[config.mk]
export PLATFORM = sky130hd
export DESIGN_NAME = spr_system_pointer_registers
export DESIGN_NICKNAME = d
export VERILOG_FILES = /design/src/logic/spr_system_pointer_registers.v
export VERILOG_INCLUDE_DIRS = /design/src /design/src/logic
export SDC_FILE = /design/constraint.sdc
export NUM_CORES = 1
export LEC_CHECK = 0
export BUFFER_PORTS_ARGS = -buffer_cell sky130_fd_sc_hd__buf_2
export CAP_MARGIN = 20
export CORE_ASPECT_RATIO = 1.1
export CORE_UTILIZATION = 52
export DETAILED_ROUTE_END_ITERATION = 12
export HOLD_SLACK_MARGIN = 0.06
export MAX_ROUTING_LAYER = met4
export PLACE_DENSITY = 0.85
export SLEW_MARGIN = 15
export SYNTH_ARGS = -nofsm -noshare
export SYNTH_HDL_FRONTEND = slang
export SYNTH_SLANG_ARGS = --single-unit
[constraint.sdc]
create_clock -name clk_i -period 4.46 [get_ports clk_i]
set_input_delay 0.669 -clock clk_i [delete_from_list [all_inputs] [get_ports clk_i]]
set_output_delay 0.669 -clock clk_i [all_outputs]
set_load 0.005 [all_outputs]
[src/logic/spr_regs.vh]
// Purpose: register indexes, field positions and reset values of the system pointer block
// Assumes: byte address on the bus is four times the register index
// Notes:   every register holds one nibble in bits 3:0, upper bits read zero
`ifndef SPR_REGS_VH
`define SPR_REGS_VH

`define SPR_IDX_W            8
`define SPR_IDX_PTR3         8'h74
`define SPR_IDX_PTR2         8'h75
`define SPR_IDX_PTR1         8'h76
`define SPR_IDX_PTR0         8'h77
`define SPR_IDX_WINDOW       8'h78
`define SPR_IDX_BANK         8'h79
`define SPR_IDX_INDEX_HIGH   8'h7a
`define SPR_IDX_INDEX_MIDDLE 8'h7b
`define SPR_IDX_INDEX_LOW    8'h7c
`define SPR_IDX_STATUS       8'h7f

`define SPR_NIB_W            4
`define SPR_PTR_W            16
`define SPR_INDEX_W          11
`define SPR_ROW_PTR_W        7
`define SPR_DM_ADDR_W        11
`define SPR_RF_ADDR_W        7

`define SPR_ROW_EN_BIT       3
`define SPR_INDEX_EN_BIT     0

`define SPR_PTR_RST          16'h0000
`define SPR_PTR_ONE          16'h0001
`define SPR_NIB_RST          4'h0
`define SPR_WINDOW_POR       4'h0

`endif

[src/logic/spr_system_pointer_registers.v]
// Purpose: program memory pointer, window, bank, index and row pointer system registers
// Assumes: core strobes are one-cycle pulses on clk_i; resets are synchronous to clk_i
// Notes:   registers reached over classic Wishbone, one aligned word per nibble
// Notes on behaviour
// - pointer increment op adds one to the program memory pointer
// - program memory pointer is sixteen bits, up to FFFFH
// - pointer is loadable and readable through the peripheral buffer path
// - window register is four bits at system address 78H
// - window undefined at power up (here cleared to 0 on rst_i), kept over watchdog, CE resets, clock stop
// - control file read op copies addressed nibble into the window
// - control file write op copies window into addressed location
// - bank selector is four bits at address 79H
// - bank value selects data bank directly in binary
// - bank selector writable regardless of selected bank
// - bank clears on all three resets, holds through clock stop
// - index is eleven bits from 7AH low three, 7BH, 7CH
// - index enable is bit zero of the status nibble at 7FH
// - row pointer is seven bits from 7AH low three and 7BH
// - row pointer enable is bit three of 7AH
// - index upper seven bits and row pointer share storage
// - with index enable, data access address is ORed with index
// - with row enable, indirect destination bank and row come from row pointer
`timescale 1ns/1ps
`default_nettype none
`include "spr_regs.vh"

module spr_system_pointer_registers #(
  parameter ADR_W = 10
) (
  input  wire                        clk_i,
  input  wire                        rst_i,
  input  wire                        watchdog_stack_reset_i,
  input  wire                        ce_reset_i,
  input  wire                        clock_stop_i,
  // classic wishbone slave
  input  wire                        cyc_i,
  input  wire                        stb_i,
  input  wire                        we_i,
  input  wire [ADR_W-1:0]            adr_i,
  input  wire [3:0]                  sel_i,
  input  wire [31:0]                 dat_i,
  output reg  [31:0]                 dat_o,
  output reg                         ack_o,
  // core instruction strobes
  input  wire                        pointer_increment_op_i,
  input  wire                        control_file_read_op_i,
  input  wire                        control_file_write_op_i,
  input  wire [`SPR_RF_ADDR_W-1:0]   rf_addr_i,
  input  wire [`SPR_NIB_W-1:0]       rf_rdata_i,
  output reg                         rf_write_o,
  output reg  [`SPR_RF_ADDR_W-1:0]   rf_addr_o,
  output reg  [`SPR_NIB_W-1:0]       rf_wdata_o,
  // peripheral buffer path to the pointer
  input  wire                        peripheral_buffer_load_i,
  input  wire [`SPR_PTR_W-1:0]       peripheral_buffer_data_i,
  output reg  [`SPR_PTR_W-1:0]       program_memory_pointer_o,
  // data memory address modification
  input  wire                        dm_access_i,
  input  wire [`SPR_DM_ADDR_W-1:0]   dm_addr_i,
  input  wire                        indirect_access_i,
  input  wire [`SPR_DM_ADDR_W-1:0]   indirect_addr_i,
  output reg                         dm_eff_valid_o,
  output reg  [`SPR_DM_ADDR_W-1:0]   dm_eff_addr_o,
  output reg  [`SPR_NIB_W-1:0]       data_bank_o,
  output reg                         index_enable_flag_o,
  output reg                         row_pointer_enable_flag_o
);

  // nibble storage
  reg  [`SPR_NIB_W-1:0]     nibble_transfer_window;
  reg  [`SPR_NIB_W-1:0]     data_bank_select;
  reg  [`SPR_NIB_W-1:0]     index_high_row_high;
  reg  [`SPR_NIB_W-1:0]     index_middle_row_low;
  reg  [`SPR_NIB_W-1:0]     index_low_nibble;
  reg  [`SPR_NIB_W-1:0]     status_flags_nibble;

  wire [`SPR_INDEX_W-1:0]   index_modifier;
  wire [`SPR_ROW_PTR_W-1:0] row_address_pointer;
  wire                      index_enable_flag;
  wire                      row_pointer_enable_flag;
  wire                      bus_req;
  wire                      bus_wr;
  wire [`SPR_IDX_W-1:0]     bus_idx;
  wire [`SPR_NIB_W-1:0]     bus_nib;
  wire                      soft_reset;
  wire                      core_go;
  reg  [31:0]               next_dat;

  // shared storage gives both views
  assign index_modifier          = {index_high_row_high[2:0], index_middle_row_low,
                                    index_low_nibble};
  assign row_address_pointer     = {index_high_row_high[2:0],
                                    index_middle_row_low};
  assign row_pointer_enable_flag = index_high_row_high[`SPR_ROW_EN_BIT];
  assign index_enable_flag       = status_flags_nibble[`SPR_INDEX_EN_BIT];

  assign bus_req    = cyc_i & stb_i & ~ack_o;
  assign bus_wr     = bus_req & we_i & sel_i[0];
  assign bus_idx    = adr_i[`SPR_IDX_W+1:2];
  assign bus_nib    = dat_i[`SPR_NIB_W-1:0];
  assign soft_reset = watchdog_stack_reset_i | ce_reset_i;
  assign core_go    = ~clock_stop_i;

  // wishbone answer one cycle after the request, unmapped reads zero
  always @(posedge clk_i) begin
    if (rst_i) begin
      ack_o <= 1'b0;
      dat_o <= 32'h0000_0000;
    end else begin
      ack_o <= bus_req;
      if (bus_req) begin
        dat_o <= next_dat;
      end
    end
  end

  always @* begin
    next_dat = 32'h0000_0000;
    case (bus_idx)
      `SPR_IDX_PTR3:         next_dat[3:0] = program_memory_pointer_o[15:12];
      `SPR_IDX_PTR2:         next_dat[3:0] = program_memory_pointer_o[11:8];
      `SPR_IDX_PTR1:         next_dat[3:0] = program_memory_pointer_o[7:4];
      `SPR_IDX_PTR0:         next_dat[3:0] = program_memory_pointer_o[3:0];
      `SPR_IDX_WINDOW:       next_dat[3:0] = nibble_transfer_window;
      `SPR_IDX_BANK:         next_dat[3:0] = data_bank_select;
      `SPR_IDX_INDEX_HIGH:   next_dat[3:0] = index_high_row_high;
      `SPR_IDX_INDEX_MIDDLE: next_dat[3:0] = index_middle_row_low;
      `SPR_IDX_INDEX_LOW:    next_dat[3:0] = index_low_nibble;
      `SPR_IDX_STATUS:       next_dat[3:0] = status_flags_nibble;
      default:               next_dat      = 32'h0000_0000;
    endcase
  end

  // program memory pointer: bus write wins over buffer load over increment
  always @(posedge clk_i) begin
    if (rst_i | soft_reset) begin
      program_memory_pointer_o <= `SPR_PTR_RST;
    end else if (bus_wr && bus_idx == `SPR_IDX_PTR3) begin
      program_memory_pointer_o[15:12] <= bus_nib;
    end else if (bus_wr && bus_idx == `SPR_IDX_PTR2) begin
      program_memory_pointer_o[11:8] <= bus_nib;
    end else if (bus_wr && bus_idx == `SPR_IDX_PTR1) begin
      program_memory_pointer_o[7:4] <= bus_nib;
    end else if (bus_wr && bus_idx == `SPR_IDX_PTR0) begin
      program_memory_pointer_o[3:0] <= bus_nib;
    end else if (core_go && peripheral_buffer_load_i) begin
      program_memory_pointer_o <= peripheral_buffer_data_i;
    end else if (core_go && pointer_increment_op_i) begin
      // sixteen bit sum drops the carry
      program_memory_pointer_o <= program_memory_pointer_o + `SPR_PTR_ONE;
    end
  end

  // window: cleared only at power on, kept over the other resets
  always @(posedge clk_i) begin
    if (rst_i) begin
      nibble_transfer_window <= `SPR_WINDOW_POR;
    end else if (bus_wr && bus_idx == `SPR_IDX_WINDOW) begin
      nibble_transfer_window <= bus_nib;
    end else if (core_go && control_file_read_op_i) begin
      nibble_transfer_window <= rf_rdata_i;
    end
  end

  // control file write strobe, one cycle
  always @(posedge clk_i) begin
    if (rst_i) begin
      rf_write_o <= 1'b0;
      rf_addr_o  <= {`SPR_RF_ADDR_W{1'b0}};
      rf_wdata_o <= `SPR_NIB_RST;
    end else begin
      rf_write_o <= core_go & control_file_write_op_i;
      if (core_go && (control_file_write_op_i || control_file_read_op_i)) begin
        rf_addr_o <= rf_addr_i;
      end
      if (core_go && control_file_write_op_i) begin
        rf_wdata_o <= nibble_transfer_window;
      end
    end
  end

  // bank, index and status nibbles clear on every reset
  always @(posedge clk_i) begin
    if (rst_i | soft_reset) begin
      data_bank_select     <= `SPR_NIB_RST;
      index_high_row_high  <= `SPR_NIB_RST;
      index_middle_row_low <= `SPR_NIB_RST;
      index_low_nibble     <= `SPR_NIB_RST;
      status_flags_nibble  <= `SPR_NIB_RST;
    end else if (bus_wr) begin
      case (bus_idx)
        `SPR_IDX_BANK:         data_bank_select     <= bus_nib;
        `SPR_IDX_INDEX_HIGH:   index_high_row_high  <= bus_nib;
        `SPR_IDX_INDEX_MIDDLE: index_middle_row_low <= bus_nib;
        `SPR_IDX_INDEX_LOW:    index_low_nibble     <= bus_nib;
        `SPR_IDX_STATUS:       status_flags_nibble  <= bus_nib;
        default:               data_bank_select     <= data_bank_select;
      endcase
    end
  end

  // flag and bank views, effective data memory address
  always @(posedge clk_i) begin
    if (rst_i) begin
      data_bank_o               <= `SPR_NIB_RST;
      index_enable_flag_o       <= 1'b0;
      row_pointer_enable_flag_o <= 1'b0;
      dm_eff_valid_o            <= 1'b0;
      dm_eff_addr_o             <= {`SPR_DM_ADDR_W{1'b0}};
    end else begin
      data_bank_o               <= data_bank_select;
      index_enable_flag_o       <= index_enable_flag;
      row_pointer_enable_flag_o <= row_pointer_enable_flag;
      dm_eff_valid_o            <= core_go & (dm_access_i | indirect_access_i);
      if (core_go && indirect_access_i) begin
        if (row_pointer_enable_flag) begin
          dm_eff_addr_o <= {row_address_pointer, indirect_addr_i[3:0]};
        end else begin
          dm_eff_addr_o <= indirect_addr_i;
        end
      end else if (core_go && dm_access_i) begin
        if (index_enable_flag) begin
          dm_eff_addr_o <= dm_addr_i | index_modifier;
        end else begin
          dm_eff_addr_o <= dm_addr_i;
        end
      end
    end
  end

endmodule // spr_system_pointer_registers

`default_nettype wire

======== Word level (Yosys, flattened, before mapping) ========
Index checks and enable logic that the tools add are counted.
cells by class
  add/subtract/negate cells ............... 1
  muxes and demuxes ....................... 16
  reductions and logical operators ........ 28
  bitwise gates (word level) .............. 15
  equality and inequality tests ........... 16
operators by type and width
  cell                                                  count
  equality test 8 x 7 -> 1 bit (second input constant)  10
  two-way mux 11 bit                                    4
  case mux 4 bit (10 select lines)                      1
  two-way mux 16 bit                                    2
  two-way mux 4 bit                                     7
  adder 16 x 1 -> 16 bit (second input constant)        1
  AND reduction 4 bit                                   4
  logical AND 1 bit                                     12
  two-way mux 12 bit                                    1
  inequality test 2 bit (second input constant)         6
  nonzero test 3 bit                                    4
  bitwise OR 11 bit                                     1
  AND reduction 2 bit                                   5
  two-way mux 8 bit                                     1
  bitwise AND 1 bit                                     6
  NOT 1 bit                                             5
  nonzero test 2 bit                                    2
  bitwise OR 1 bit                                      3
  logical OR 1 bit                                      1
storage, ports and cells
  word-level logic and storage cells ...... 96
  bits in registers ....................... 75
  input bits .............................. 109
  output and inout bits ................... 79

======== Longest topological paths before layout ========
  depth in word-level cells ............... 9
  mapped depth ............................ 8
  depth with buffers taken out ............ 6

======== Worst setup path before layout ========
No wires, ideal clock.
  path kind ............................... input to register
  start point ............................. input port adr_i[5]
  end point ............................... register program_memory_pointer_o[10]
  library setup time ...................... 0.125 ns
  data required time ...................... 4.335 ns
  setup slack ............................. 2.203 ns
  data arrival time ....................... 2.131 ns
  path buffers ............................ 2
  stages on the path ...................... 7
  cell sequence ........................... clkbuf_1 > nand2b_1 > or4_4 > buf_6 > or3_4 > o221ai_1 > a21oi_1
between the ends
  longest elaborated chain between the ends .. 4
  elaborated cells on any way between the ends .. 14
  classes of those cells .................. 6 x eq/ne; 1 x mux; 1 x bitwise; 6 x reduce/logical
ends and longest elaborated chain
  element                                                         line                                text
  start, declared                                                 spr_system_pointer_registers.v:39   input wire [ADR_W-1:0] adr_i,
  equality test 8 x 7 -> 1 bit                                    n/a
  logical AND 1 bit (no source line)                              n/a
  inequality test 2 bit (no source line) (tied with other cells)  n/a
  AND reduction 4 bit (no source line)                            n/a
  end signal, assigned                                            spr_system_pointer_registers.v:137  program_memory_pointer_o <= `SPR_PTR_RST;
  end signal, assigned                                            spr_system_pointer_registers.v:141  program_memory_pointer_o[11:8] <= bus_nib;
  end signal, assigned                                            spr_system_pointer_registers.v:147  program_memory_pointer_o <= peripheral_buffer_data_i;
  end, declared                                                   spr_system_pointer_registers.v:56   output reg [`SPR_PTR_W-1:0] program_memory_pointer_o,
Parallel ways exist; a longest one is shown, timed or not.
A chain may end at the register's enable or synchronous reset.

======== Final worst setup path ========
  start point ............................. input port adr_i[3]
  end point ............................... register program_memory_pointer_o[5]
Same word-level chain as after synthesis.

==> reports/qor.yml <==
viasPerCell: 5.78
cts_setup_buffers: 0
rrSetupSlack_ps: 2400
hp-class: "flop to flop"
cts_resized: 0
path_class: "input pin to flop"
cts_hold_buffers: 0
cts_made_buffers: 9
drt_first_pass_iters: 5
hold_violations: 0
first_iter_violations: 273
wl_microns: 11700
synth-main-ff-cell: "dfxtp_1"
boundaryPins: 188
status: "completed"
syn_avg_cell_area_sq_um: 8.32
finalSetupViolations: 0
p_per_area_mw_per_mm2: 300
die_y_microns: 97.6
startpoint_type: "input pin"
mostFrequentLayoutCells: "buf_2 (126), dfxtp_1 (75), nor2_1 (59)"
synth_edf_count: 0
dieArea_sq_mm: 0.00867
synth_top_cell_area_share_pct: 34.8
crit_fanout: 28
place_hpwl_microns: 8580
dr_total_vias: 4218
layout-drive-gt1-share_pct: 27.0
grt_start_max_net_pins: 42
fp-row-count: 34
reg2reg_from: "ack_o$_SDFF_PP0_"
layout_commonest_cell: "buf_2"
tns_ps: 0
areaGrowthSynthToFinish_pct: 17.2
grt_remaining_overflow: 0
insertedDiodeCount: 0
yosys.area.top_type: "dfxtp_1"
critPathLaunch: "adr_i[3]"
syn_inst: 519
asyncSetResetFlopFracSynth_pct: 0
grt_setup_unrepaired: "false"
end_kind: "flop"
slew_headroom_pct: 30.2
total_power_mw: 1.52
p_leak_nw: 2.24
routedWlPerCell_microns: 16.1
required_ps: 4690
clock_path_buffers: 2
fin_hold_ws_ps: 457
synth_area_sq_mm: 0.00432
drv_cap: 0
fill_cells: 713
globalRouteTotalUtil_pct: 28.0
grt_pass1_wl_microns: 18400
synth-seq-cells: 75
synth_area_leaders: "dfxtp_1 (35%), mux2i_1 (7.2%), nor2_1 (5.1%)"
drc: 0
slew_violations: 0
cts_num_sinks: 75
crit_path_end: "program_memory_pointer_o[5]$_SDFFE_PP0P_"
rr_worst_depth: 5
insertion_delay_ps: 350
dp_slack_ps: 1820
fin_util_pct: 63.3
portBuffers: 126
worstMarginPinSlew_ps: 1040
max-vdd-ir-drop_v: 0.000176
coreArea_sq_mm: 0.00800
fin_skew_ps: 5.44
initial_utilization_pct: 54.0
place_congestion: 0.919
timing.fmax_ghz: 0.428
ant_nets: 0
reg2reg_to: "program_memory_pointer_o[8]$_SDFFE_PP0P_"
die_w_microns: 88.9
yosysWarnings: 0
finalWorstSetupSlack_ps: 2120
period_minus_slack_ps: 2340
cts_tree: "built"
clkTransAtPathRegs_ps: 80
seq_area_frac_synth_pct: 34.8
htree_levels: 3
finalNetCount: 727
period_share_pct: 52.4
grt_pass1_vias: 3911
arrival_ps: 2570
synth.distinct_cells: 63
clockRootBuffer: "clkbuf_8"
antenna_found_initial: 0
==> synthesized netlist by cell type (7+ instances only) <==
cell type and count:
a211oi_1 17, dfxtp_1 75, mux2i_1 31, nor2b_1 12
buf_4 28, nand3_1 19, a222oi_1 7, o21ai_0 7
a21oi_1 34, a31oi_1 9, nor3_1 8, nand4_1 8
mux2_2 8, o211ai_1 10, nor2_1 59, clkbuf_1 29
nand2_1 51
==> layer usage <==
metal  vias to the layer above  share of wire, %  global-route usage [%]
li1                       2018                 -                       -
met1                      1951                41                    32.1
met2                       217                49                    47.0
met3                        32               7.2                    4.84
met4                         0               2.8                    12.4
met5                         -                 0                       -
==> worst max-delay path: stages <==
cell and delay [ps]:
buf_2 420, nand2_1 320, nor4_4 480, nor2b_1 190, o311ai_0 390, a31oi_1 70
==> cell families after synthesis <==
group,synth area share (%)
compound gates,19.2
fa+ha+maj,0.290
simple gates,24.5
other cells,0.0868
buf+inv,8.92
flops,34.8
mux,9.79
xor+xnor,2.43
==> report_power, final <==
part	internal [mW]	switching [mW]	total (mW)
clock network	0.374	0.261	0.635
logic	0.0753	0.109	0.184
registers	0.686	0.0130	0.699
total	1.14	0.383	1.52
==> how the worst min path moves through the flow <==
stage,from,endpoint,slack [ps],cells after the start
after detailed placement,rf_addr_o[0]$_SDFFE_PP0P_,rf_addr_o[0]$_SDFFE_PP0P_,450,2
final,rf_addr_o[0]$_SDFFE_PP0P_,rf_addr_o[0]$_SDFFE_PP0P_,460,2
after CTS,rf_addr_o[0]$_SDFFE_PP0P_,rf_addr_o[0]$_SDFFE_PP0P_,460,2
after global routing,rf_addr_o[4]$_SDFFE_PP0P_,rf_addr_o[4]$_SDFFE_PP0P_,490,2
after floorplan,index_middle_row_low[2]$_SDFFE_PP0P_,index_middle_row_low[2]$_SDFFE_PP0P_,450,2
after global placement,rf_addr_o[2]$_SDFFE_PP0P_,rf_addr_o[2]$_SDFFE_PP0P_,440,2
==> stage by stage <==
step / std cells / cell area [sq um]
after global placement: 714 / 4820
after global routing: 730 / 5060
after floorplan: 546 / 4420
after detailed placement: 714 / 4820
final: 730 / 5060
after CTS: 730 / 5060
==> registers in the layout, indices dropped and copies added, names as in the netlist <==
name and count:
status_flags_nibble 4, index_middle_row_low 4, nibble_transfer_window 4, data_bank_o 4, rf_wdata_o 4, dm_eff_valid_o 1
program_memory_pointer_o 16, rf_addr_o 7, index_low_nibble 4, index_enable_flag_o 1, row_pointer_enable_flag_o 1, dat_o 4
rf_write_o 1, dm_eff_addr_o 11, ack_o 1, data_bank_select 4, index_high_row_high 4
==> final cells by class <==
type	count	area, sq um	area share (%)
clock buffer	10	128	2.52
clock inverter	6	113	2.23
inverter	5	18.8	0.371
multi-input combinational	400	2530	50.1
sequential	75	1500	29.7
tap	108	135	2.67
timing repair buffer	126	631	12.5
Power figures use the tool's default switching activity.
